**src/aotr_params.svh**
```systemverilog
`ifndef AOTR_PARAMS_SVH
`define AOTR_PARAMS_SVH

// ****************************************************************
// Register addresses on the serial port
// ****************************************************************
`define AOTR_ADDR_TIMING 7'h03
`define AOTR_ADDR_TERM_A 7'h04
`define AOTR_ADDR_TERM_B 7'h05

// ****************************************************************
// Reset values
// ****************************************************************
`define AOTR_RST_TIMING 8'h6d
`define AOTR_RST_TERM 6'h00
`define AOTR_RST_PIN_SYNC 3'h2

// ****************************************************************
// Field positions
// ****************************************************************
`define AOTR_BYPASS_BIT 7
`define AOTR_HALF_BIT 6
`define AOTR_CLK_LSB 3
`define AOTR_DATA_LSB 0
`define AOTR_FIELD_W 3
`define AOTR_TERM_W 6
`define AOTR_SKEW_RESERVED 3'h4

// ****************************************************************
// Serial frame
// ****************************************************************
`define AOTR_LAST_BIT 3'h7

`endif

```
**src/aotr_pkg.sv**
```systemverilog
package aotr_pkg;

    // One-hot termination strength selects
    typedef enum logic [4:0] {
        OHM_50 = 5'h01,
        OHM_75 = 5'h02,
        OHM_100 = 5'h04,
        OHM_150 = 5'h08,
        OHM_300 = 5'h10
    } aotr_ohms_t;

    // Skew in sixteenths of the clock period, two's complement
    typedef logic signed [2:0] aotr_skew_t;

    typedef struct packed {
        logic aligner_bypass;
        logic half_period_delay;
        aotr_skew_t out_clock_skew;
        aotr_skew_t data_skew;
    } aotr_timing_t;

    typedef struct packed {
        aotr_ohms_t output_clock_term;
        aotr_ohms_t data_term;
    } aotr_term_t;

    // Serial port sequencer states
    typedef enum logic [2:0] {
        ST_IDLE = 3'b001,
        ST_CMD = 3'b010,
        ST_DATA = 3'b100
    } aotr_spi_state_t;

endpackage

```
**src/aotr_pin_sync.sv**
```systemverilog
`timescale 1ns/1ps
`default_nettype none

module aotr_pin_sync #(
    parameter int W = 3,
    parameter logic [W-1:0] RST = '0
) (
    input wire logic i_core_clk,
    input wire logic i_reset_n,
    input wire logic i_clk_en,
    input wire logic [W-1:0] i_pin,
    output logic [W-1:0] o_level
);

    // ****************************************************************
    // Three-stage capture per pin, level moves only when stages two and three agree
    // ****************************************************************
    genvar g;
    generate
        for (g = 0; g < W; g++) begin : g_bit
            logic s1_reg;
            logic s2_reg;
            logic s3_reg;
            logic lvl_reg;
            // Stage one feeds stage two only, to keep metastability contained
            always_ff @(posedge i_core_clk or negedge i_reset_n) begin
                if (!i_reset_n) begin
                    s1_reg <= RST[g];
                    s2_reg <= RST[g];
                    s3_reg <= RST[g];
                    lvl_reg <= RST[g];
                end else if (i_clk_en) begin
                    s1_reg <= i_pin[g];
                    s2_reg <= s1_reg;
                    s3_reg <= s2_reg;
                    if (s2_reg == s3_reg) begin
                        lvl_reg <= s3_reg;
                    end
                end
            end
            assign o_level[g] = lvl_reg;
        end
    endgenerate

endmodule

`default_nettype wire

```
**src/aotr_top.sv**
```systemverilog
// Operation
// - Data skew code, 101 reset, 100 reserved
// - Channel A clock termination, 1xx 300 ohm
// - Channel A data termination, 1xx 300 ohm
// - Channel B clock termination, bits 7:6 ignored
// - Channel B data termination, same encoding
`timescale 1ns/1ps
`default_nettype none
`include "aotr_params.svh"

module aotr_top (
    input wire logic i_core_clk,
    input wire logic i_reset_n,
    input wire logic i_clk_en,
    input wire logic i_spi_sclk,
    input wire logic i_spi_cs_n,
    input wire logic i_spi_sdio,
    output logic o_spi_sdio,
    output logic o_spi_sdio_oe,
    output aotr_pkg::aotr_timing_t o_timing,
    output aotr_pkg::aotr_term_t o_chan_a_term,
    output aotr_pkg::aotr_term_t o_chan_b_term
);
    import aotr_pkg::*;

    // ****************************************************************
    // Decode helpers
    // ****************************************************************
    // Reserved code leaves the output at nominal rather than guessing
    // Codes 1xx count backwards: 101 is -1, 110 is -2, 111 is -3
    function automatic aotr_skew_t skew_of(input logic [2:0] code);
        if (code == `AOTR_SKEW_RESERVED) begin
            skew_of = 3'sh0;
        end else if (code[2]) begin
            skew_of = aotr_skew_t'(3'h0 - {1'b0, code[1:0]});
        end else begin
            skew_of = aotr_skew_t'(code);
        end
    endfunction

    function automatic aotr_ohms_t ohms_of(input logic [2:0] code);
        aotr_ohms_t r;
        r = OHM_300;
        if (!code[2]) begin
            unique case (code[1:0])
                2'h0: r = OHM_50;
                2'h1: r = OHM_75;
                2'h2: r = OHM_100;
                2'h3: r = OHM_150;
            endcase
        end
        ohms_of = r;
    endfunction

    // ****************************************************************
    // Pin capture
    // ****************************************************************
    logic [2:0] pins_lvl;
    logic sclk_lvl;
    logic cs_n_lvl;
    logic sdio_lvl;
    logic sclk_prev_reg;

    aotr_pin_sync #(.W(3), .RST(`AOTR_RST_PIN_SYNC)) u_sync (
        .i_core_clk(i_core_clk),
        .i_reset_n(i_reset_n),
        .i_clk_en(i_clk_en),
        .i_pin({i_spi_sclk, i_spi_cs_n, i_spi_sdio}),
        .o_level(pins_lvl)
    );

    // Filtered pin levels and clock edges
    assign sclk_lvl = pins_lvl[2];
    assign cs_n_lvl = pins_lvl[1];
    assign sdio_lvl = pins_lvl[0];

    logic sclk_rise;
    logic sclk_fall;
    assign sclk_rise = sclk_lvl & ~sclk_prev_reg;
    assign sclk_fall = ~sclk_lvl & sclk_prev_reg;

    // ****************************************************************
    // Serial frame sequencer
    // ****************************************************************
    aotr_spi_state_t state_reg;
    aotr_spi_state_t state_next;
    logic [2:0] bit_cnt_reg;
    logic [7:0] shift_reg;
    logic cmd_read_reg;
    logic [6:0] cmd_addr_reg;
    logic load_pend_reg;
    logic [7:0] rd_shift_reg;
    logic [7:0] rd_word;

    logic last_bit;
    logic cmd_done;
    logic wr_en;
    logic [7:0] wr_data;
    assign last_bit = sclk_rise && (bit_cnt_reg == `AOTR_LAST_BIT);
    assign cmd_done = (state_reg == ST_CMD) && last_bit;
    assign wr_en = (state_reg == ST_DATA) && last_bit && !cmd_read_reg;
    assign wr_data = {shift_reg[6:0], sdio_lvl};

    // Deselect sends every state to idle; deselect on the last rising edge still writes
    always_comb begin
        state_next = state_reg;
        unique case (state_reg)
            ST_IDLE: state_next = cs_n_lvl ? ST_IDLE : ST_CMD;
            ST_CMD: state_next = cs_n_lvl ? ST_IDLE : (cmd_done ? ST_DATA : ST_CMD);
            ST_DATA: state_next = (cs_n_lvl || last_bit) ? ST_IDLE : ST_DATA;
        endcase
    end

    // State, edge history and bit counting
    always_ff @(posedge i_core_clk or negedge i_reset_n) begin
        if (!i_reset_n) begin
            state_reg <= ST_IDLE;
            sclk_prev_reg <= 1'b0;
            bit_cnt_reg <= 3'h0;
            shift_reg <= 8'h00;
        end else if (i_clk_en) begin
            state_reg <= state_next;
            sclk_prev_reg <= sclk_lvl;
            if (state_reg == ST_IDLE || cs_n_lvl) begin
                bit_cnt_reg <= 3'h0;
            end else if (sclk_rise) begin
                bit_cnt_reg <= bit_cnt_reg + 3'h1;
                shift_reg <= wr_data;
            end
        end
    end

    // Command capture and read shifter; data changes on falling edges
    always_ff @(posedge i_core_clk or negedge i_reset_n) begin
        if (!i_reset_n) begin
            cmd_read_reg <= 1'b0;
            cmd_addr_reg <= 7'h00;
            load_pend_reg <= 1'b0;
            rd_shift_reg <= 8'h00;
        end else if (i_clk_en) begin
            load_pend_reg <= cmd_done;
            if (cmd_done) begin
                cmd_read_reg <= shift_reg[6];
                cmd_addr_reg <= {shift_reg[5:0], sdio_lvl};
            end
            if (load_pend_reg) begin
                rd_shift_reg <= rd_word;
            end else if (state_reg == ST_DATA && sclk_fall && bit_cnt_reg != 3'h0) begin
                rd_shift_reg <= {rd_shift_reg[6:0], 1'b0};
            end
        end
    end

    assign o_spi_sdio = rd_shift_reg[7];
    assign o_spi_sdio_oe = (state_reg == ST_DATA) && cmd_read_reg && !load_pend_reg;

    // ****************************************************************
    // Configuration registers
    // ****************************************************************
    logic [7:0] timing_reg;
    logic [5:0] term_a_reg;
    logic [5:0] term_b_reg;
    logic sel_timing;
    logic sel_a;
    logic sel_b;

    // Address decode; unmapped addresses read zero and drop writes
    assign sel_timing = (cmd_addr_reg == `AOTR_ADDR_TIMING);
    assign sel_a = (cmd_addr_reg == `AOTR_ADDR_TERM_A);
    assign sel_b = (cmd_addr_reg == `AOTR_ADDR_TERM_B);
    assign rd_word = sel_timing ? timing_reg :
                     sel_a ? {2'b00, term_a_reg} :
                     sel_b ? {2'b00, term_b_reg} : 8'h00;

    // Bits 7:6 of the termination registers are not stored
    always_ff @(posedge i_core_clk or negedge i_reset_n) begin
        if (!i_reset_n) begin
            timing_reg <= `AOTR_RST_TIMING;
            term_a_reg <= `AOTR_RST_TERM;
            term_b_reg <= `AOTR_RST_TERM;
        end else if (i_clk_en && wr_en) begin
            if (sel_timing) begin
                timing_reg <= wr_data;
            end
            if (sel_a) begin
                term_a_reg <= wr_data[`AOTR_TERM_W-1:0];
            end
            if (sel_b) begin
                term_b_reg <= wr_data[`AOTR_TERM_W-1:0];
            end
        end
    end

    // ****************************************************************
    // Decoded controls to the output drivers
    // ****************************************************************
    aotr_timing_t timing_next;
    aotr_term_t term_a_next;
    aotr_term_t term_b_next;
    assign timing_next.aligner_bypass = timing_reg[`AOTR_BYPASS_BIT];
    assign timing_next.half_period_delay = timing_reg[`AOTR_HALF_BIT];
    assign timing_next.out_clock_skew = skew_of(timing_reg[`AOTR_CLK_LSB +: 3]);
    assign timing_next.data_skew = skew_of(timing_reg[`AOTR_DATA_LSB +: 3]);
    assign term_a_next.output_clock_term = ohms_of(term_a_reg[`AOTR_CLK_LSB +: 3]);
    assign term_a_next.data_term = ohms_of(term_a_reg[`AOTR_DATA_LSB +: 3]);
    assign term_b_next.output_clock_term = ohms_of(term_b_reg[`AOTR_CLK_LSB +: 3]);
    assign term_b_next.data_term = ohms_of(term_b_reg[`AOTR_DATA_LSB +: 3]);

    // Registered so the analog drivers see glitch-free selects
    always_ff @(posedge i_core_clk or negedge i_reset_n) begin
        if (!i_reset_n) begin
            o_timing <= '{1'b0, 1'b1, 3'sh7, 3'sh7};
            o_chan_a_term <= '{OHM_50, OHM_50};
            o_chan_b_term <= '{OHM_50, OHM_50};
        end else if (i_clk_en) begin
            o_timing <= timing_next;
            o_chan_a_term <= term_a_next;
            o_chan_b_term <= term_b_next;
        end
    end
endmodule

`default_nettype wire

```
**config.mk**
```make
export PLATFORM = sky130hd
export DESIGN_NAME = aotr_top
export DESIGN_NICKNAME = d
export VERILOG_FILES = /design/src/aotr_pkg.sv /design/src/aotr_pin_sync.sv /design/src/aotr_top.sv
export VERILOG_INCLUDE_DIRS = /design/src
export SDC_FILE = /design/constraint.sdc
export NUM_CORES = 1
export LEC_CHECK = 0
export BUFFER_PORTS_ARGS = -buffer_cell sky130_fd_sc_hd__buf_2
export CAP_MARGIN = 30
export CORE_AREA = 5 5 93 95
export DETAILED_ROUTE_END_ITERATION = 6
export DIE_AREA = 0 0 98 100
export GPL_TIMING_DRIVEN = 0
export PLACE_DENSITY = 0.7
export SYNTH_ARGS = -nofsm -noshare
export SYNTH_HDL_FRONTEND = slang
export SYNTH_SLANG_ARGS = --single-unit
export TNS_END_PERCENT = 5
```
**constraint.sdc**
```tcl
create_clock -name i_core_clk -period 5.9 [get_ports i_core_clk]
set_clock_uncertainty 0.1 [all_clocks]
set_input_delay 1.18 -clock i_core_clk [delete_from_list [all_inputs] [get_ports i_core_clk]]
set_output_delay 1.18 -clock i_core_clk [all_outputs]
set_load 0.005 [all_outputs]
```
# After elaboration in Yosys (flattened, before gate mapping)
# Index checks and enable logic that the tools add are counted.
classes:
  add_sub_neg: 3
  multipliers: 0
  n_div: 0
  n_lt_le_gt_ge: 0
  n_eq_ne: 24
  n_shift: 0
  n_mux: 24
  bitwise: 5
  n_reduce_logical: 30
ops:
  columns: ["cell", "count"]
  rows:
  - ["$pmux 5 s4", 4]
  - ["$mux 3", 9]
  - ["$mux 8", 3]
  - ["$mux 5", 4]
  - ["$reduce_and 2->1", 9]
  - ["$eq 2x2->1 const B", 8]
  - ["$eq 7x3->1 const B", 2]
  - ["$eq 3x3->1 const B", 4]
  - ["$mux 6", 2]
  - ["$logic_and 1x1->1", 9]
  - ["$pmux 3 s3", 1]
  - ["$eq 2x1->1 const B", 4]
  - ["$logic_not 2->1", 4]
  - ["$eq 7x2->1 const B", 1]
  - ["$sub 1x2->3 const A", 2]
  - ["$reduce_bool 2->1", 2]
  - ["$add 3x1->3 const B", 1]
  - ["$eq 1x1->1", 3]
  - ["$eq 3x1->1 const B", 1]
  - ["$eq 3x2->1 const B", 1]
  - ["$not 1->1", 3]
  - ["$reduce_and 3->1", 1]
  - ["$reduce_bool 3->1", 1]
  - ["$and 1x1->1", 2]
  - ["3 further kinds", 5]
word_totals:
  regBits: 91
  latch_bits: 0
  ram_bits: 0
  mem_bits_ro: 0
  input_bits: 6
  output_inout_bits: 30
  wordCells: 117
  mem_count: 0

# Depth between registers and ports, before layout
logic_depth:
  ltp_word: 7
  mapped_depth: 7
  ltp_nobuf: 6

# Modules after synthesis
# From an unflattened synthesis, not the netlist that was laid out.
hier_totals:
  hier_cells: 323
  hier_area_um2: 4105.2
modules_own_cells:
  columns: ["module", "n_inst", "cells_per_inst", "area_each_um2", "seq_area_each_um2"]
  rows:
  - ["aotr_top", 1, 287, 3595.9, 1998.2]
  - ["aotr_pin_sync", 1, 36, 509.2, 305.3]

# Worst setup path after synthesis
# No wires, ideal clock.
synth_path:
  kind: "input to register"
  start: "in i_clk_en"
  end: "reg rd_shift_reg[7]"
  arrival_time_ns: 2.279
  path_slack_ns: 3.396
  path_stages: 5
  cell_sequence: "buf_4 and4bb_1 nand4b_2 a21boi_4 mux2_4"
synth_between:
  elab_chain_len: 1
synth_lines:
  columns: ["item", "line", "rtl"]
  rows:
  - ["start, declared", "aotr_top.sv:14", "input wire logic i_clk_en,"]
  - ["$reduce_and 2->1 (no line)", null, null]
  - ["end signal, assigned", "aotr_top.sv:147", "rd_shift_reg <= rd_word;"]
  - ["end signal, assigned", "aotr_top.sv:149", "rd_shift_reg <= {rd_shift_reg[6:0], 1'b0};"]
  - ["end, declared", "aotr_top.sv:92", "logic [7:0] rd_shift_reg;"]
# Every way passes these cells.
# A chain may end at the register's enable or synchronous reset.

# Worst setup path after layout
layout_path:
  start: "reg load_pend_reg"
  end: "out o_spi_sdio_oe"
layout_between:
  elab_chain_len: 2
layout_lines:
  columns: ["item", "line", "rtl"]
  rows:
  - ["start, declared", "aotr_top.sv:91", "logic load_pend_reg;"]
  - ["start signal, assigned", "aotr_top.sv:141", "load_pend_reg <= cmd_done;"]
  - ["$logic_not 1->1", "aotr_top.sv:155", "assign o_spi_sdio_oe = (state_reg == ST_DATA) && cmd_read_reg && !load_pend_reg;"]
  - ["$logic_and 1x1->1", "aotr_top.sv:155", null]
  - ["end, declared", "aotr_top.sv:19", "output logic o_spi_sdio_oe,"]
# Every way passes these cells.

==> results.sh <==
export IMPL_worst_setup_path_start_kind="flop"
export IMPL_via_per_inst=5.61
export IMPL_ioPinCount=36
export IMPL_drv_slew=0
export IMPL_port_buffers=34
export IMPL_place_area_um2=4400
export IMPL_synth_fp_nets=335
export IMPL_cts_buffers=9
export IMPL_max_stage_delay_ns=0.45
export IMPL_final_cell_area_um2=4590
export IMPL_dr_pass1_iters=4
export IMPL_cts_hold_buf=0
export IMPL_grt_max_degree=48
export IMPL_cap_violations=0
export IMPL_finalSetupViolations=0
export IMPL_reg_top3="o_chan_a_term (10), o_chan_b_term (10)"
export IMPL_synth_warning_count=0
export IMPL_rows=32
export IMPL_cts_root_buf="clkbuf_8"
export IMPL_die_area_um2=9800
export IMPL_grtUsageTotal_pct=18.4
export IMPL_dpl_hpwl_mm=5.78
export IMPL_antennaDiodeCount=0
export IMPL_clk_pin_slew_ns=0.08
export IMPL_finalHoldViolCount=0
export IMPL_path_cells="clkbuf_1 > nor4b_1 > buf_2"
export IMPL_end_kind="output port"
export IMPL_irDropWorstVdd_v=0.000130
export IMPL_critPathKind="reg -> out"
export IMPL_final_cell_mix="dfrtp_1 (70), mux2_2 (50), buf_2 (34)"
export IMPL_arrival_ns=1.65
export IMPL_finalWirelength_mm=8.30
export IMPL_async_flop_share_pct=100
export IMPL_cp_max_fo=10
export IMPL_post_cts_buffers=0
export IMPL_synth_area_leaders="dfrtp_1 (43%), mux2_2 (14%), dfstp_2 (14%)"
export IMPL_reg2reg_depth=7
export IMPL_final_common_cell="dfrtp_1"
export IMPL_cts_resized=0
export IMPL_wl_per_cell_um=17.4
export IMPL_status="finished clean"
export IMPL_p_leak_nw=2.21
export IMPL_die_y_um=100
export IMPL_cp_depth=3
export IMPL_fill_cells=639
export IMPL_vias=2674
export IMPL_drive_gt1_share_pct=35.2
export IMPL_hold_path_class="reg -> reg"
export IMPL_fin_nets=381
export IMPL_synth_compound_area_share_pct=10.9
export IMPL_fin_crit_sh_pct=49.7
export IMPL_grt_pass1_wl_mm=14.3
export IMPL_synth_area_um2=4080
export IMPL_gp_congestion=0.862
export IMPL_synth_simple_area_share_pct=11.6
export IMPL_synthXorXnorAreaFrac_pct=0
export IMPL_antenna_found_initial=0
export IMPL_synth_ff_type="dfrtp_1"
export IMPL_insertion_delay_ns=0.37
export IMPL_clkSinkCount=91
export IMPL_areaGrowthSynthToFinish_pct=12.7
export IMPL_synth_distinct_cells=45
export IMPL_power_density_nw_per_um2=278
export IMPL_required_ns=4.62
export IMPL_grt_ovfl_total=0
export IMPL_hold_depth=2
export IMPL_cts_tree="done"
export IMPL_fp_coreArea_um2=7650
export IMPL_yosysTopAreaCellShare_pct=43.0
export IMPL_synth_edf_count=0
export IMPL_synth_mux_area_share_pct=15.9
export IMPL_yosysTopAreaCell="dfrtp_1"
export IMPL_fmax_mhz=341
export IMPL_drt_iter0_drc=164
export IMPL_cp_top_family="flip-flops"
export IMPL_synthAdderAreaFrac_pct=1.53
export IMPL_critPathSlowestCell="dfrtp_1"
export IMPL_ys_ff_latch=91
export IMPL_grt_pass1_vias=2688
export IMPL_clockBufferDepth=2
export IMPL_rsz0062_at_grt="false"
export IMPL_synth_top_family_by_area="multiplexers"
export IMPL_maxSlewHeadroom_pct=40.1
export IMPL_antenna_left=0
export IMPL_ctsHtreeMaxLevel=3
export IMPL_drc=0
export IMPL_fin_crit_ns=2.93
export IMPL_die_w_um=98
export IMPL_setup_tns_ns=0
export IMPL_worst_pin_slew_ns=0.894
export IMPL_yosysSeqAreaShare_pct=56.5
export IMPL_path_buf_inv=2
export IMPL_syn_area_per_cell_um2=12.6
export IMPL_initial_core_util_pct=53.3
export IMPL_synth_cells=324
export IMPL_power_w=0.00128
[worst min-delay path, cell delays in order (launching register included)]
cell     delay [ns]
dfstp_2        0.37
inv_1          0.04
o21ai_0        0.06
[metal layers]
| layer | vias to the layer above | share of wire [%] | GRT usage [%] |
|---|---|---|---|
| met5 | - | 0 | 0 |
| met1 | 1349 | 47 | 26.3 |
| li1 | 1256 | - | - |
| met2 | 59 | 46 | 28.4 |
| met3 | 10 | 5.2 | 3.82 |
| met4 | 0 | 1.4 | 5.96 |
[area by class of cell]
class	instances	area (um^2)	share of cell area (%)
Buffer	12	53.8	1.17
Clock buffer	13	149	3.24
Clock inverter	3	40.0	0.872
Inverter	24	90.1	1.96
Multi-Input combinational cell	197	1630	35.5
Sequential cell	91	2300	50.1
Tap cell	102	128	2.78
Timing Repair Buffer	35	200	4.36
[worst paths after layout]
kind                                       startpoint                      endpoint  slack (ns)
min in group asynchronous                   i_reset_n  o_chan_a_term[2]$_DFFE_PN0P_        0.71
max in group asynchronous                   i_reset_n     timing_reg[6]$_DFFE_PN1P_        4.29
max                         load_pend_reg$_DFFE_PN0P_                 o_spi_sdio_oe        2.97
min reg2reg                   o_timing[2]$_DFFE_PN1P_       o_timing[2]$_DFFE_PN1P_        0.37
min                           o_timing[2]$_DFFE_PN1P_       o_timing[2]$_DFFE_PN1P_        0.37
max reg2reg                bit_cnt_reg[0]$_DFFE_PN0P_      cmd_read_reg$_DFFE_PN0P_        3.70
[cells by family (layout without fill, tap and decap cells)]
| kind of cell | Yosys count | in the layout |
|---|---|---|
| buffers and inverters | 36 | 87 |
| flip-flops | 91 | 91 |
| AO/OA/AOI/OAI | 61 | 61 |
| adder cells (fa/ha/maj) | 5 | 5 |
| AND/OR/NAND/NOR | 73 | 73 |
| multiplexers | 58 | 58 |
[synthesized netlist by cell type, types with 3 or more instances]
cell type and count:
nor4b_1 3, dfrtp_1 70, and3_1 4, nor2b_1 3, nand2_1 23, mux2i_1 7
o32ai_1 9, a21oi_1 5, inv_1 23, nand3b_1 4, nand2b_1 10, o21a_1 3
o2bb2ai_1 9, o221ai_1 7, ha_1 5, buf_1 4, dfstp_2 21, nand3_1 8
mux2_2 50, clkbuf_1 5, o21ai_0 19
[report_power, final]
part | internal [W] | switching [W]
logic | 0.0000599 | 0.0000653
registers | 0.000678 | 0.0000576
clock network | 0.000207 | 0.000207
[through the flow]
stage                     instances  hold slack, ns  worst slack, ns  util (%)
after floorplan                 324           0.355             3.40         -
after global placement          460           0.356             2.75      57.2
after detailed placement        461           0.359             3.08      57.6
after CTS                       477           0.372             2.94      60.1
after global routing            477           0.395             2.91      60.1
final                           477           0.367             2.97      60.1
Note: power is estimated with default switching activity, not from simulation.
